===== config.mk =====
export PLATFORM = sky130hd
export DESIGN_NAME = uart_console
export DESIGN_NICKNAME = d
export VERILOG_FILES = /design/src/include/uart_console_pkg.sv /design/src/verilog/uart_bit_timer.sv /design/src/verilog/uart_console.sv /design/src/verilog/uart_serial_rx.sv
export SDC_FILE = /design/constraint.sdc
export NUM_CORES = 1
export LEC_CHECK = 0
export ABC_AREA = 0
export CORE_UTILIZATION = 40
export CTS_CLUSTER_DIAMETER = 30
export CTS_CLUSTER_SIZE = 12
export DETAILED_ROUTE_END_ITERATION = 8
export DONT_BUFFER_PORTS = 1
export PLACE_DENSITY_LB_ADDON = 0.05
export SLEW_MARGIN = 40
export SYNTH_ARGS = -nofsm -noshare
export SYNTH_HDL_FRONTEND = slang
export SYNTH_SLANG_ARGS = --single-unit

===== constraint.sdc =====
create_clock -name aclk -period 4.2 [get_ports aclk]
set_input_delay 0.84 -clock aclk [delete_from_list [all_inputs] [get_ports aclk]]
set_output_delay 0.84 -clock aclk [all_outputs]
set_load 0.1 [all_outputs]

===== src/include/uart_console_pkg.sv =====
// Constants for the UART console block: register map, reset values, field positions.
// Assumes a 32-bit AXI4-Lite register bus; printed offsets are word indexes.
package uart_console_pkg;
    // Printed offsets step by one, not by four: they are register indexes
    localparam logic [15:0] CFG_INDEX = 16'hf680;
    localparam logic [15:0] INT_DIV_INDEX = 16'hf681;
    localparam logic [15:0] FRAC_DIV_INDEX = 16'hf682;
    localparam logic [15:0] PROMPT_INDEX = 16'hf683;
    localparam logic [15:0] ERR_COUNT_INDEX = 16'hf684;
    localparam int ADDR_W = 18;
    localparam logic [15:0] CFG_RESET = 16'h0001;
    localparam logic [15:0] INT_DIV_RESET = 16'h0b71;
    localparam logic [7:0] FRAC_DIV_RESET = 8'hb0;
    localparam logic [15:0] PROMPT_RESET = 16'h003e;
    localparam logic [15:0] ERR_COUNT_RESET = 16'h0000;
    localparam int CFG_EN_BIT = 0;
    localparam int CFG_PAREN_BIT = 1;
    localparam int CFG_STOP_LSB = 4;
    localparam int CFG_CR_OFF_BIT = 8;
    localparam int CFG_LF_OFF_BIT = 9;
    localparam logic [15:0] CFG_WRITE_MASK = 16'h03f3;
    localparam logic [1:0] RESP_OKAY = 2'b00;
    localparam logic [1:0] RESP_SLVERR = 2'b10;
    localparam logic [7:0] CHAR_CR = 8'h0d;
    localparam logic [7:0] CHAR_LF = 8'h0a;
endpackage


===== src/verilog/uart_bit_timer.sv =====
// Fractional divider timer: one tick per int_divider + frac_divider/256 cycles.
// Assumes the reference clock is the aclk of the surrounding block.
`timescale 1ns/10ps
module uart_bit_timer
    import uart_console_pkg::*;
(
    input wire logic aclk,
    input wire logic aresetn,
    input wire logic run,
    input wire logic [15:0] int_divider,
    input wire logic [7:0] frac_divider,
    output logic tick
);
    logic [16:0] count_reg;
    logic [16:0] count_next;
    logic [7:0] acc_reg;
    logic [7:0] acc_next;
    logic tick_reg;
    logic tick_next;
    logic [8:0] sum;
    logic [16:0] period;

    always_comb
    begin
        sum = {1'b0, acc_reg} + {1'b0, frac_divider};
        // Overflow of the accumulator stretches this period by one cycle
        period = {1'b0, int_divider} + {16'h0000, sum[8]};
        count_next = count_reg;
        acc_next = acc_reg;
        tick_next = 1'b0;
        if (!run)
        begin
            count_next = 17'h00001;
            acc_next = 8'h00;
        end
        else if (count_reg >= period)
        begin
            count_next = 17'h00001;
            acc_next = sum[7:0];
            tick_next = 1'b1;
        end
        else
        begin
            count_next = count_reg + 17'h00001;
        end
    end

    always_ff @(posedge aclk)
    begin
        if (!aresetn)
        begin
            count_reg <= 17'h00001;
            acc_reg <= 8'h00;
            tick_reg <= 1'b0;
        end
        else
        begin
            count_reg <= count_next;
            acc_reg <= acc_next;
            tick_reg <= tick_next;
        end
    end

    assign tick = tick_reg;
endmodule


===== src/verilog/uart_console.sv =====
// UART console: baud generation, prompt output, receive error tally, AXI4-Lite registers.
// Assumes aclk is the bit-timing reference; rxd arrives from a pin, asynchronously.
//
// Register access over AXI4-Lite is this design's own decision.
`timescale 1ns/10ps
module uart_console
    import uart_console_pkg::*;
(
    input wire logic aclk,
    input wire logic aresetn,
    input wire logic [ADDR_W-1:0] s_axi_awaddr,
    input wire logic s_axi_awvalid,
    output logic s_axi_awready,
    input wire logic [31:0] s_axi_wdata,
    input wire logic [3:0] s_axi_wstrb,
    input wire logic s_axi_wvalid,
    output logic s_axi_wready,
    output logic [1:0] s_axi_bresp,
    output logic s_axi_bvalid,
    input wire logic s_axi_bready,
    input wire logic [ADDR_W-1:0] s_axi_araddr,
    input wire logic s_axi_arvalid,
    output logic s_axi_arready,
    output logic [31:0] s_axi_rdata,
    output logic [1:0] s_axi_rresp,
    output logic s_axi_rvalid,
    input wire logic s_axi_rready,
    input wire logic rxd,
    output logic txd,
    output logic enter_seen
);
    typedef enum {TX_IDLE, TX_START, TX_BITS, TX_PAR, TX_STOP} tx_state_t;

    // Register state
    logic [15:0] cfg_reg, cfg_next;
    logic [15:0] int_div_reg, int_div_next;
    logic [7:0] frac_div_reg, frac_div_next;
    logic [15:0] prompt_reg, prompt_next;
    logic [15:0] err_count_reg, err_count_next;
    logic aw_got_reg, aw_got_next;
    logic w_got_reg, w_got_next;
    logic [ADDR_W-1:0] awaddr_reg, awaddr_next;
    logic [31:0] wdata_reg, wdata_next;
    logic [3:0] wstrb_reg, wstrb_next;
    logic bvalid_reg, bvalid_next;
    logic [1:0] bresp_reg, bresp_next;
    logic rvalid_reg, rvalid_next;
    logic [31:0] rdata_reg, rdata_next;
    logic [1:0] rresp_reg, rresp_next;

    // Link state
    logic rx_meta_reg, rx_sync_reg;
    tx_state_t tx_state_reg, tx_state_next;
    logic [3:0] tx_sub_reg, tx_sub_next;
    logic [3:0] tx_idx_reg, tx_idx_next;
    logic [7:0] tx_shift_reg, tx_shift_next;
    logic tx_par_reg, tx_par_next;
    logic txd_reg, txd_next;
    logic prompt_second_reg, prompt_second_next;
    logic prompt_due_reg, prompt_due_next;
    logic enter_reg, enter_next;

    logic run;
    logic tick16;
    logic [7:0] rx_data;
    logic rx_done;
    logic rx_error;
    logic [15:0] wr_index;
    logic [15:0] rd_index;
    logic wr_fire;

    assign run = cfg_reg[CFG_EN_BIT];
    assign wr_index = 16'(awaddr_reg >> 2);
    assign rd_index = 16'(s_axi_araddr >> 2);
    assign wr_fire = aw_got_reg && w_got_reg && !bvalid_reg;

    // Divider counts one sixteenth of a bit so the receiver can oversample
    uart_bit_timer timer_u (
        .aclk(aclk),
        .aresetn(aresetn),
        .run(run),
        .int_divider(int_div_reg >> 4),
        .frac_divider({int_div_reg[3:0], frac_div_reg[7:4]}),
        .tick(tick16)
    );

    uart_serial_rx rx_u (
        .aclk(aclk),
        .aresetn(aresetn),
        .run(run),
        .parity_on(cfg_reg[CFG_PAREN_BIT]),
        .tick16(tick16),
        .rxd(rx_sync_reg),
        .data(rx_data),
        .done(rx_done),
        .error(rx_error)
    );

    function automatic logic [15:0] merge16(input logic [15:0] old, input logic [31:0] d,
                                            input logic [3:0] strb);
        logic [15:0] r;
        r = old;
        if (strb[0])
            r[7:0] = d[7:0];
        if (strb[1])
            r[15:8] = d[15:8];
        return r;
    endfunction

    // Register bus
    always_comb
    begin
        cfg_next = cfg_reg;
        int_div_next = int_div_reg;
        frac_div_next = frac_div_reg;
        prompt_next = prompt_reg;
        aw_got_next = aw_got_reg;
        w_got_next = w_got_reg;
        awaddr_next = awaddr_reg;
        wdata_next = wdata_reg;
        wstrb_next = wstrb_reg;
        bvalid_next = bvalid_reg;
        bresp_next = bresp_reg;
        rvalid_next = rvalid_reg;
        rdata_next = rdata_reg;
        rresp_next = rresp_reg;
        if (s_axi_awvalid && !aw_got_reg)
        begin
            aw_got_next = 1'b1;
            awaddr_next = s_axi_awaddr;
        end
        if (s_axi_wvalid && !w_got_reg)
        begin
            w_got_next = 1'b1;
            wdata_next = s_axi_wdata;
            wstrb_next = s_axi_wstrb;
        end
        if (wr_fire)
        begin
            aw_got_next = 1'b0;
            w_got_next = 1'b0;
            bvalid_next = 1'b1;
            bresp_next = RESP_OKAY;
            unique case (wr_index)
                CFG_INDEX:
                    cfg_next = merge16(cfg_reg, wdata_reg, wstrb_reg) & CFG_WRITE_MASK;
                INT_DIV_INDEX: int_div_next = merge16(int_div_reg, wdata_reg, wstrb_reg);
                FRAC_DIV_INDEX:
                    if (wstrb_reg[0])
                        frac_div_next = wdata_reg[7:0];
                PROMPT_INDEX: prompt_next = merge16(prompt_reg, wdata_reg, wstrb_reg);
                ERR_COUNT_INDEX: bresp_next = RESP_OKAY; // Read only, write ignored
                default: bresp_next = RESP_SLVERR;
            endcase
        end
        else if (bvalid_reg && s_axi_bready)
            bvalid_next = 1'b0;
        if (s_axi_arvalid && !rvalid_reg)
        begin
            rvalid_next = 1'b1;
            rresp_next = RESP_OKAY;
            unique case (rd_index)
                CFG_INDEX: rdata_next = {16'h0000, cfg_reg};
                INT_DIV_INDEX: rdata_next = {16'h0000, int_div_reg};
                FRAC_DIV_INDEX: rdata_next = {24'h000000, frac_div_reg};
                PROMPT_INDEX: rdata_next = {16'h0000, prompt_reg};
                ERR_COUNT_INDEX: rdata_next = {16'h0000, err_count_reg};
                default:
                begin
                    rdata_next = 32'h00000000;
                    rresp_next = RESP_SLVERR;
                end
            endcase
        end
        else if (rvalid_reg && s_axi_rready)
            rvalid_next = 1'b0;
    end

    // Serial side
    always_comb
    begin
        tx_state_next = tx_state_reg;
        tx_sub_next = tx_sub_reg;
        tx_idx_next = tx_idx_reg;
        tx_shift_next = tx_shift_reg;
        tx_par_next = tx_par_reg;
        txd_next = txd_reg;
        prompt_second_next = prompt_second_reg;
        prompt_due_next = prompt_due_reg;
        enter_next = 1'b0;
        err_count_next = err_count_reg;
        if (rx_error)
            err_count_next = err_count_reg + 16'h0001;
        // Enter from the terminal asks for a fresh prompt
        if (rx_done && ((rx_data == CHAR_CR && !cfg_reg[CFG_CR_OFF_BIT])
                        || (rx_data == CHAR_LF && !cfg_reg[CFG_LF_OFF_BIT])))
        begin
            enter_next = 1'b1;
            prompt_due_next = 1'b1;
        end
        if (!run)
        begin
            tx_state_next = TX_IDLE;
            txd_next = 1'b1;
            prompt_second_next = 1'b0;
            prompt_due_next = 1'b0;
        end
        else if (tick16)
        begin
            tx_sub_next = tx_sub_reg + 4'h1;
            unique case (tx_state_reg)
                TX_IDLE:
                    if (prompt_due_reg || prompt_second_reg)
                    begin
                        tx_shift_next = prompt_second_reg ? prompt_reg[15:8] : prompt_reg[7:0];
                        prompt_second_next = !prompt_second_reg && (prompt_reg[15:8] != 8'h00);
                        prompt_due_next = enter_next;
                        tx_par_next = 1'b0;
                        tx_sub_next = 4'h0;
                        tx_state_next = TX_START;
                        txd_next = 1'b0;
                    end
                TX_START:
                    if (tx_sub_reg == 4'hf)
                    begin
                        tx_idx_next = 4'h0;
                        txd_next = tx_shift_reg[0];
                        tx_state_next = TX_BITS;
                    end
                TX_BITS:
                    if (tx_sub_reg == 4'hf)
                    begin
                        tx_par_next = tx_par_reg ^ tx_shift_reg[0];
                        tx_shift_next = {1'b0, tx_shift_reg[7:1]};
                        tx_idx_next = tx_idx_reg + 4'h1;
                        txd_next = tx_shift_reg[1];
                        if (tx_idx_reg == 4'h7)
                        begin
                            tx_idx_next = 4'h0;
                            tx_state_next = cfg_reg[CFG_PAREN_BIT] ? TX_PAR : TX_STOP;
                            txd_next = cfg_reg[CFG_PAREN_BIT] ? (tx_par_reg ^ tx_shift_reg[0])
                                                              : 1'b1;
                        end
                    end
                TX_PAR:
                    if (tx_sub_reg == 4'hf)
                    begin
                        tx_state_next = TX_STOP;
                        txd_next = 1'b1;
                    end
                TX_STOP:
                    if (tx_sub_reg == 4'hf)
                    begin
                        tx_idx_next = tx_idx_reg + 4'h1;
                        // One stop bit plus the extra count
                        if (tx_idx_reg == cfg_reg[CFG_STOP_LSB +: 4])
                            tx_state_next = TX_IDLE;
                    end
            endcase
        end
    end

    always_ff @(posedge aclk)
    begin
        if (!aresetn)
        begin
            cfg_reg <= CFG_RESET;
            int_div_reg <= INT_DIV_RESET;
            frac_div_reg <= FRAC_DIV_RESET;
            prompt_reg <= PROMPT_RESET;
            err_count_reg <= ERR_COUNT_RESET;
            aw_got_reg <= 1'b0;
            w_got_reg <= 1'b0;
            awaddr_reg <= '0;
            wdata_reg <= 32'h00000000;
            wstrb_reg <= 4'h0;
            bvalid_reg <= 1'b0;
            bresp_reg <= RESP_OKAY;
            rvalid_reg <= 1'b0;
            rdata_reg <= 32'h00000000;
            rresp_reg <= RESP_OKAY;
            rx_meta_reg <= 1'b1;
            rx_sync_reg <= 1'b1;
            tx_state_reg <= TX_IDLE;
            tx_sub_reg <= 4'h0;
            tx_idx_reg <= 4'h0;
            tx_shift_reg <= 8'h00;
            tx_par_reg <= 1'b0;
            txd_reg <= 1'b1;
            prompt_second_reg <= 1'b0;
            prompt_due_reg <= 1'b1;
            enter_reg <= 1'b0;
        end
        else
        begin
            cfg_reg <= cfg_next;
            int_div_reg <= int_div_next;
            frac_div_reg <= frac_div_next;
            prompt_reg <= prompt_next;
            err_count_reg <= err_count_next;
            aw_got_reg <= aw_got_next;
            w_got_reg <= w_got_next;
            awaddr_reg <= awaddr_next;
            wdata_reg <= wdata_next;
            wstrb_reg <= wstrb_next;
            bvalid_reg <= bvalid_next;
            bresp_reg <= bresp_next;
            rvalid_reg <= rvalid_next;
            rdata_reg <= rdata_next;
            rresp_reg <= rresp_next;
            rx_meta_reg <= rxd;
            rx_sync_reg <= rx_meta_reg;
            tx_state_reg <= tx_state_next;
            tx_sub_reg <= tx_sub_next;
            tx_idx_reg <= tx_idx_next;
            tx_shift_reg <= tx_shift_next;
            tx_par_reg <= tx_par_next;
            txd_reg <= txd_next;
            prompt_second_reg <= prompt_second_next;
            prompt_due_reg <= prompt_due_next;
            enter_reg <= enter_next;
        end
    end

    assign s_axi_awready = !aw_got_reg;
    assign s_axi_wready = !w_got_reg;
    assign s_axi_bvalid = bvalid_reg;
    assign s_axi_bresp = bresp_reg;
    assign s_axi_arready = !rvalid_reg;
    assign s_axi_rvalid = rvalid_reg;
    assign s_axi_rdata = rdata_reg;
    assign s_axi_rresp = rresp_reg;
    assign txd = txd_reg;
    assign enter_seen = enter_reg;
endmodule


===== src/verilog/uart_serial_rx.sv =====
// Serial receiver: 8N1 frames with optional even parity, 16x oversampled.
// Assumes rxd is already synchronised and tick16 is one pulse per 1/16 bit.
`timescale 1ns/10ps
module uart_serial_rx
(
    input wire logic aclk,
    input wire logic aresetn,
    input wire logic run,
    input wire logic parity_on,
    input wire logic tick16,
    input wire logic rxd,
    output logic [7:0] data,
    output logic done,
    output logic error
);
    typedef enum {RX_IDLE, RX_START, RX_BITS, RX_PAR, RX_STOP} rx_state_t;
    rx_state_t state_reg, state_next;
    logic [3:0] sub_reg, sub_next;
    logic [2:0] idx_reg, idx_next;
    logic [7:0] data_reg, data_next;
    logic par_reg, par_next;
    logic done_reg, done_next;
    logic err_reg, err_next;

    always_comb
    begin
        state_next = state_reg;
        sub_next = sub_reg;
        idx_next = idx_reg;
        data_next = data_reg;
        par_next = par_reg;
        done_next = 1'b0;
        err_next = 1'b0;
        if (!run)
            state_next = RX_IDLE;
        else if (tick16)
        begin
            sub_next = sub_reg + 4'h1;
            unique case (state_reg)
                RX_IDLE:
                    if (!rxd)
                    begin
                        state_next = RX_START;
                        sub_next = 4'h1;
                    end
                RX_START:
                    if (sub_reg == 4'h7)
                    begin
                        sub_next = 4'h0;
                        idx_next = 3'h0;
                        par_next = 1'b0;
                        state_next = rxd ? RX_IDLE : RX_BITS;
                    end
                RX_BITS:
                    if (sub_reg == 4'hf)
                    begin
                        data_next = {rxd, data_reg[7:1]};
                        par_next = par_reg ^ (rxd & parity_on);
                        idx_next = idx_reg + 3'h1;
                        if (idx_reg == 3'h7)
                            state_next = parity_on ? RX_PAR : RX_STOP;
                    end
                RX_PAR:
                    if (sub_reg == 4'hf)
                    begin
                        par_next = par_reg ^ rxd;
                        state_next = RX_STOP;
                    end
                RX_STOP:
                    if (sub_reg == 4'hf)
                    begin
                        state_next = RX_IDLE;
                        done_next = rxd & ~par_reg;
                        err_next = ~rxd | par_reg;
                    end
            endcase
        end
    end

    always_ff @(posedge aclk)
    begin
        if (!aresetn)
        begin
            state_reg <= RX_IDLE;
            sub_reg <= 4'h0;
            idx_reg <= 3'h0;
            data_reg <= 8'h00;
            par_reg <= 1'b0;
            done_reg <= 1'b0;
            err_reg <= 1'b0;
        end
        else
        begin
            state_reg <= state_next;
            sub_reg <= sub_next;
            idx_reg <= idx_next;
            data_reg <= data_next;
            par_reg <= par_next;
            done_reg <= done_next;
            err_reg <= err_next;
        end
    end

    assign data = data_reg;
    assign done = done_reg;
    assign error = err_reg;
endmodule

* After elaboration in Yosys (flattened, before gate mapping)
Cells that the tools add are included.
** Storage, ports and cells
- Word-level logic and storage cells :: 211
- Register bits :: 271
- Memories kept :: 0
- Latch bits :: 0
- Memory bits (writable) :: 0
- Output and inout port bits :: 43
- Bits of input ports :: 80
- Bits in read-only memories :: 0
** Cells by class
- Reduce and logical (&&, ||, !) cells :: 53
- Equality and inequality tests :: 39
- Magnitude comparators :: 1
- Multipliers :: 0
- $add $sub $neg :: 8
- Shift operators :: 0
- Div/mod/pow operators :: 0
- Multiplexer cells :: 61
- Bitwise logic cells :: 10
** Operator list (count)
- two-way mux 32 bit :: 13
- case mux 32 bit (5 select lines) :: 2
- equality test 16 bit, second input constant :: 10
- equality test 32 x 2 -> 1 bit, second input constant :: 4
- case mux 16 bit (5 select lines) :: 1
- equality test 32 x 1 -> 1 bit, second input constant :: 2
- equality test 32 x 3 -> 1 bit, second input constant :: 2
- zero test 32 bit :: 2
- two-way mux 4 bit :: 8
- two-way mux 8 bit :: 3
- AND reduction 3 bit :: 8
- two-way mux 1 bit :: 21
- AND reduction 6 bit :: 3
- adder 17 x 1 -> 17 bit, second input constant :: 1
- greater-or-equal comparator 17 bit :: 1
- adder 16 x 1 -> 16 bit, second input constant :: 1
- equality test 8 x 4 -> 1 bit, second input constant :: 2
- != test 2 bit, second input constant :: 8
- case mux 8 bit (2 select lines) :: 1
- AND reduction 5 bit :: 3
- adder 12 x 1 -> 13 bit :: 1
- adder 4 x 1 -> 4 bit, second input constant :: 3
- case mux 4 bit (3 select lines) :: 1
- logical AND 1 bit :: 11
- 31 further kinds :: 60

* Depth between registers and ports, before layout
Gate-level depths: netlist of run 1.
- Depth in word-level cells :: 9
- Depth in mapped cells :: 20
- Mapped depth without buffers :: 19

* Hierarchy
A second synthesis of run 1 with hierarchy kept.
** Unflattened totals
- Cells, all modules :: 1086
- Area, all modules :: 9570.4 um^2
** By module, submodules not included
- uart_console :: area an instance 6525.0 um^2, cells each 740, times used 1, seq. area each 2922.8 um^2
- uart_bit_timer :: area an instance 1929.4 um^2, cells each 228, times used 1, seq. area each 520.5 um^2
- uart_serial_rx :: area an instance 1116.1 um^2, cells each 118, times used 1, seq. area each 420.4 um^2

* Worst setup path after synthesis of run 1
No wires, ideal clock.
- Path kind :: register to register
- From :: register frac_div_reg[4]
- To :: register timer_u.acc_reg[7]
- Cell stages (with the launch flop) :: 20
- Setup time :: 0.116 ns
- Data arrival time :: 3.866 ns
- Buffers on the path :: 0
- Period minus slack after synthesis :: 3.982 ns
- Slack :: 0.218 ns
- Data required time :: 4.084 ns
- Cell sequence :: dfxtp_1 > ha_1 > fa_1 > a211oi_1 > nor2_1 > o31a_1 > o21ai_0 > nand2b_1 > ha_1 > ha_1 > nand2_1 > nor2_1 > nand3_1 > xor2_1 > ha_1 > a21oi_1 > o21ai_2 > a2111o_1 > or3_1 > o211a_1
** On the way
- Word-level cells in the longest chain between the ends :: 3
** Ends and longest elaborated chain
- from (decl) :: line uart_console.sv:37 : logic [7:0] frac_div_reg, frac_div_next;
- from (signal assigned) :: line uart_console.sv:298 : frac_div_reg <= frac_div_next;
- adder 8 x 8 -> 9 bit (*) :: line uart_bit_timer.sv:25 : sum = {1'b0, acc_reg} + {1'b0, frac_divider};
- adder 12 x 1 -> 13 bit :: line uart_bit_timer.sv:27 : period = {1'b0, int_divider} + {16'h0000, sum[8]};
- greater-or-equal comparator 17 bit :: line uart_bit_timer.sv:36 : else if (count_reg >= period)
- to (signal assigned) :: line uart_bit_timer.sv:59 : acc_reg <= acc_next;
- to (decl) :: line uart_bit_timer.sv:16 : logic [7:0] acc_reg;
Mark *: on every way between the ends. The rest lies on a longest branch, timed or not.
A chain may end at the register's enable or synchronous reset.

* Worst setup path in the final report of run 1
Ends and elaborated chain as after synthesis.

==> impl_metrics.toml, run 1 <==
[global_route]
grt_pass1_wl_um = 38700
track_usage = 0.206
grt_pass1_vias = 6981
gr-total-overflow = 0
antenna_found_initial = 0
grt_max_degree = 79

[placed_design]
globalplace.congestion = 0.789
place_ws_ns = 0.0712
port_buffers = 0
hpwl_um = 17400

[synth]
synth-seq-area-share = 0.410
synth_seq_cells = 193
syn_area_sq_um = 9420
synthTopCellsByArea = "dfxtp_1 (41%), nand2_1 (6.5%), mux2i_1 (5.1%), a21oi_1 (4.8%), ha_1 (4.0%)"
yosys.cell_count.top_type = "dfxtp_1"
synth_edf_count = 0
yosysWarningCount = 0
yosys.area.top_type = "dfxtp_1"
synth_common_cells = "dfxtp_1 (193), nand2_1 (163), a21oi_1 (91)"
ys.flop_type = "dfxtp_1"
syn_inst = 1094
yosysTopAreaCellShare = 0.410
ys_async_sr_fraction = 0
synth.distinct_cells = 80
synth_area_per_cell_sq_um = 8.61

[setup_path]
critical_path_required_ns = 4.53
crit_arrival_ns = 4.40
crit_top_cell = "ha_4"
cp-startpoint = "frac_div_reg[4]"
crit_path_end_kind = "register"
slowest_delay_ns = 0.49
startpoint_type = "register"
path_buf_inv = 0
crit_chain = "ha_4 -> fa_2 -> a211oi_2 -> nor2_1 -> o31a_1 -> o21ai_1 -> nand2b_1 -> ha_2 -> ha_4 -> nand2_4 -> nor2_4 -> nand3_1 -> xor2_1 -> ha_1 -> a21oi_2 -> o21ai_2 -> a2111o_1 -> or3_1 -> o211a_1"
reg2reg_from = "frac_div_reg[4]"
critPathTopFamily = "compound AO/OA/AOI/OAI gates"
worstSetupPathType = "register to register"
critPathMaxFanout = 4
cpMaxStageDelayCell = "a2111o_1"

[pwr]
p_switching_w = 0.00120
irDropWorstVdd_mv = 0.212
intPower_w = 0.00287
sequentialPowerShare = 0.493
powerDensity_nw_per_um2 = 390
swShare = 0.294
total_power_w = 0.00407
p_leak_nw = 3.89
pwr-share-clk = 0.412
power_frac_comb = 0.096

[sta]
slew_headroom = 0.435
tightest_slew_ns = 0.846
finalCritPeriodShare = 0.969
worst_clock_skew_ns = 0.0159
fin_crit_ns = 4.07
setup_viol = 0
rsz0062_at_grt = "true"
hold_slack_ns = 0.449
setup_ws_ns = 0.131
hold_viol_final = 0
slew_viol_final = 0
fmax_mhz = 246
fin_setup_tns_ns = 0

[cts]
cts_inserted_buffers = 17
ctsLongestPathBuffers = 2
clkSlewWorstSetupHoldPaths_ns = 0.07
clk_latency_ns = 0.44
cts_tree = "built"
clkSinkCount = 193
cts-hold-fix-buffers = 0
htreeDepth = 4
cts_root_buffer = "clkbuf_16"

[die]
rows = 55
die-area_sq_um = 24200
die_w_um = 155
core_sq_um = 22800
dieHeight_um = 155
io_pins = 123
start_util = 0.412

[drt]
wl_per_cell_um = 17.2
first_iter_violations = 469
vias_per_cell = 5.41
drt-total-wl_um = 24200
vias = 7605
postRouteAntennaNets = 0
firstDrtPassIters = 5
drcViolationCount = 0

[flow_run]
maxCapViolations = 0

[min_path]
hold_class = "register to register"
worst_hold_startpoint = "timer_u.count_reg[0]"

[finish]
synthToLayoutAreaGrowth_pct = 10.8
antenna_cells = 0
nNetsFinal = 1192
largest_reg_flops = 17
drive_above_1_share = 0.116

[status]
outcome = "finished, final reports clean"
-- logic make-up after synthesis --
logic type,count (synthesis),share of synthesized area
buffers and inverters,95,0.0467
XOR/XNOR,49,0.0456
adder cells (fa/ha/maj),31,0.0420
AO/OA/AOI/OAI,223,0.152
other,1,0.000398
multiplexers,55,0.0665
flip-flops,193,0.410
AND/OR/NAND/NOR,447,0.237
-- repair_timing --
item	in CTS	in global routing
gates resized for setup	0	23
setup buffers	0	4
endpoints found under the setup margin	0	23
-- routing by layer --
metal	part of all wire	global-route usage
met4	0.014	0.0528
met3	0.034	0.0357
met2	0.44	0.313
met5	0	0
met1	0.51	0.300
-- placed cells by master, fill, tap and decap left out, drive strengths merged, types with 19 or more instances in the layout --
cell type / n
buf: 19
dfxtp: 193
nor2: 99
conb: 21
o211ai: 19
o21ai: 46
inv: 29
mux2i: 48
nand3: 41
xor2: 27
nor3: 20
nand4: 24
xnor2: 22
nand2: 163
ha: 30
a21oi: 91
-- stage by stage --
stage,std cells,cell area [sq um],util
6_report,1407,10400,0.457
3_5_place_dp,1370,9700,0.425
3_3_place_gp,1370,9670,0.423
2_1_floorplan,1114,9500,-
4_1_cts,1402,10300,0.451
5_1_grt,1407,10400,0.457
-- layout make-up --
| class | count | area [sq um] |
|---|---|---|
| multi-input cells | 827 | 5300 |
| inverters | 23 | 87.6 |
| repair buffers | 19 | 155 |
| fillers | 2301 | 12400 |
| clock inverters | 15 | 184 |
| clock buffers | 17 | 425 |
| flip-flops and latches | 193 | 3890 |
| well taps | 313 | 392 |
-- path summary, 6_finish.rpt --
path,endpoint,slack [ns],cells past startpoint
setup / recovery,timer_u.acc_reg[7],0.13,19
hold / removal,timer_u.count_reg[0],0.45,1
setup reg to reg,timer_u.acc_reg[7],0.13,19
hold reg to reg,timer_u.count_reg[0],0.45,1
-- power by group through the flow --
stage          clock network [W]  logic (W)  registers, W
2_1_floorplan                  0   0.000352       0.00202
3_3_place_gp                   0   0.000381       0.00205
3_5_place_dp                   0   0.000382       0.00205
4_1_cts                  0.00172   0.000383       0.00201
5_1_grt                  0.00179   0.000434       0.00202
6_report                 0.00168   0.000390       0.00201
(Power assumes the default switching activity.)
==> inputs of run 2 (changes only) <==
BUFFER_PORTS_ARGS = -buffer_cell sky130_fd_sc_hd__buf_2   (was unset)
DONT_BUFFER_PORTS = unset   (was 1)
==> run 2 against run 1 <==
Net effect: sequential cell count did not move; via count grew 3.9%; non-clock buffer count up 87; fmax down 0.69%; combinational power up 29%; critical path type unchanged; clock power hardly changed; clock skew is 0.0032 ns higher; setup slack got worse by 0.028 ns; sequential power down 3%; count of clock-buffer cells in the layout increased by 2; utilization grew 1.9 points; largest power group unchanged.
==> impl_metrics.toml, run 2 (synthesized netlist as in run 1, its figures left out) <==
[status]
outcome = "finished, final reports clean"

[finish]
layout_common_cells = "dfxtp_1 (191), nand2_1 (162), a21oi_1 (88)"
final_util = 0.476
synthToLayoutAreaGrowth_pct = 15.4
final_common_cell = "dfxtp_1"
num-fill-cells = 2278
drive_above_1_share = 0.162
multi_input_area_sq_um = 5320
largest_reg_flops = 17
antenna_cells = 0
nNetsFinal = 1278
regArea_sq_um = 3870

[sta]
fmax_mhz = 244
slew_headroom = 0.446
finalCritPeriodShare = 0.975
fin_crit_ns = 4.10
hold_viol_final = 0
worst_clock_skew_ns = 0.0191
tightest_slew_ns = 0.828
slew_viol_final = 0
setup_viol = 0
rsz0062_at_grt = "true"
setup_ws_ns = 0.103

[die]
io_pins = 123
die_w_um = 155
dieHeight_um = 155
rows = 55
die-area_sq_um = 24200
start_util = 0.412
core_sq_um = 22800

[min_path]
hold_class = "register to register"

[global_route]
grt_util_met1 = 0.313
top_usage_layer = "met2"
grtUsageMet3 = 0.0309
grt_max_degree = 78
antenna_found_initial = 1
grt_pass1_wl_um = 40100
gr-total-overflow = 0
track_usage = 0.214
grt_pass1_vias = 7203
grtUsageMet2 = 0.324

[pwr]
powerDensity_nw_per_um2 = 377
p_leak_nw = 4.25
swShare = 0.292
pwr-share-clk = 0.402
intPower_w = 0.00290
power_frac_comb = 0.123
p_switching_w = 0.00120
irDropWorstVdd_mv = 0.268
sequentialPowerShare = 0.475
total_power_w = 0.00410

[cts]
cts_inserted_buffers = 17
clkSinkCount = 193
htreeDepth = 4
clkSlewWorstSetupHoldPaths_ns = 0.08
cts_tree = "built"
cts_root_buffer = "clkbuf_16"
clk_latency_ns = 0.45
ctsLongestPathBuffers = 2

[drt]
wl_per_cell_um = 16.8
vias_per_cell = 5.29
postRouteAntennaNets = 0
firstDrtPassIters = 5
drcViolationCount = 0
vias = 7898
drt-total-wl_um = 25000
first_iter_violations = 455

[placed_design]
place_ws_ns = -0.0734
port_buffers = 82
hpwl_um = 18100
globalplace.congestion = 0.815

[setup_path]
critical_path_required_ns = 4.59
worstSetupPathType = "register to register"
crit_arrival_ns = 4.49
path_buf_inv = 2
crit_chain = "ha_4 -> fa_2 -> a211oi_2 -> nor2_1 -> o31a_1 -> o21ai_1 -> nand2b_1 -> ha_2 -> ha_4 -> nand2_4 -> nor2_4 -> nand3_2 -> xor2_1 -> ha_1 -> a21oi_2 -> o21ai_2 -> buf_4 -> a2111oi_4 -> nand3_2 -> clkbuf_16 -> nor2_1"
crit_path_end_kind = "register"
cpMaxStageDelayCell = "fa_2"
critPathTopFamily = "compound AO/OA/AOI/OAI gates"
startpoint_type = "register"
critPathMaxFanout = 6
slowest_delay_ns = 0.39

[flow_run]
maxCapViolations = 0
-- run 2: changes by cell type in the layout (fill, tap and decap cells not counted), moves of 4 or more --
cell	change
buf_2	+82
inv_6	-4
nor2_2	-7
clkinv_8	-4
dfxtp_2	-22
nor2_4	+6
clkinv_4	+6
dfxtp_1	+22
-- run 2: final timing paths --
check                      from              endpoint  slack, ns  cells after the start
max          timer_u.acc_reg[0]  timer_u.count_reg[3]       0.10                     21
min                 rx_meta_reg           rx_sync_reg       0.43                      1
max reg2reg  timer_u.acc_reg[0]  timer_u.count_reg[3]       0.10                     21
min reg2reg         rx_meta_reg           rx_sync_reg       0.43                      1
-- run 2: layout make-up --
class | count | area share
sequential | 193 | 0.355
clock inverter | 13 | 0.0132
inverter | 23 | 0.00805
tap | 313 | 0.0360
clock buffer | 19 | 0.0407
timing repair buffer | 106 | 0.0574
multi-input combinational | 826 | 0.489
-- run 2: what timing repair did --
item / CTS / global route
hold buffers: 0 / 0
buffers inserted: 0 / 4
gates resized for setup: 2 / 25
endpoints found under the setup margin: 22 / 23
pin swaps: 2 / 25
cloned: 0 / 1
-- run 2: power by group through the flow --
stage	Combinational (W)	Clock, W	Sequential, W
3_5_place_dp	0.000496	0	0.00199
6_report	0.000504	0.00165	0.00195
4_1_cts	0.000499	0.00169	0.00195
5_1_grt	0.000551	0.00177	0.00196
3_3_place_gp	0.000494	0	0.00199
2_1_floorplan	0.000352	0	0.00202
-- run 2: per-stage QoR --
step / cell area [sq um] / instances / hold slack (ns) / setup TNS, ns
2_1_floorplan: 9500 / 1114 / 0.386 / 0
3_3_place_gp: 10100 / 1456 / 0.398 / -0.885
3_5_place_dp: 10100 / 1456 / 0.403 / -0.958
4_1_cts: 10700 / 1488 / 0.429 / 0
5_1_grt: 10900 / 1493 / 0.459 / -0.948
6_report: 10900 / 1493 / 0.428 / 0
-- run 2: per-layer routing --
layer	share of wire	wire (um)	up-vias
met1	0.50	12500	3703
met4	0.012	308	0
met2	0.45	11300	169
met5	0	0	-
li1	-	-	4006
met3	0.037	929	20
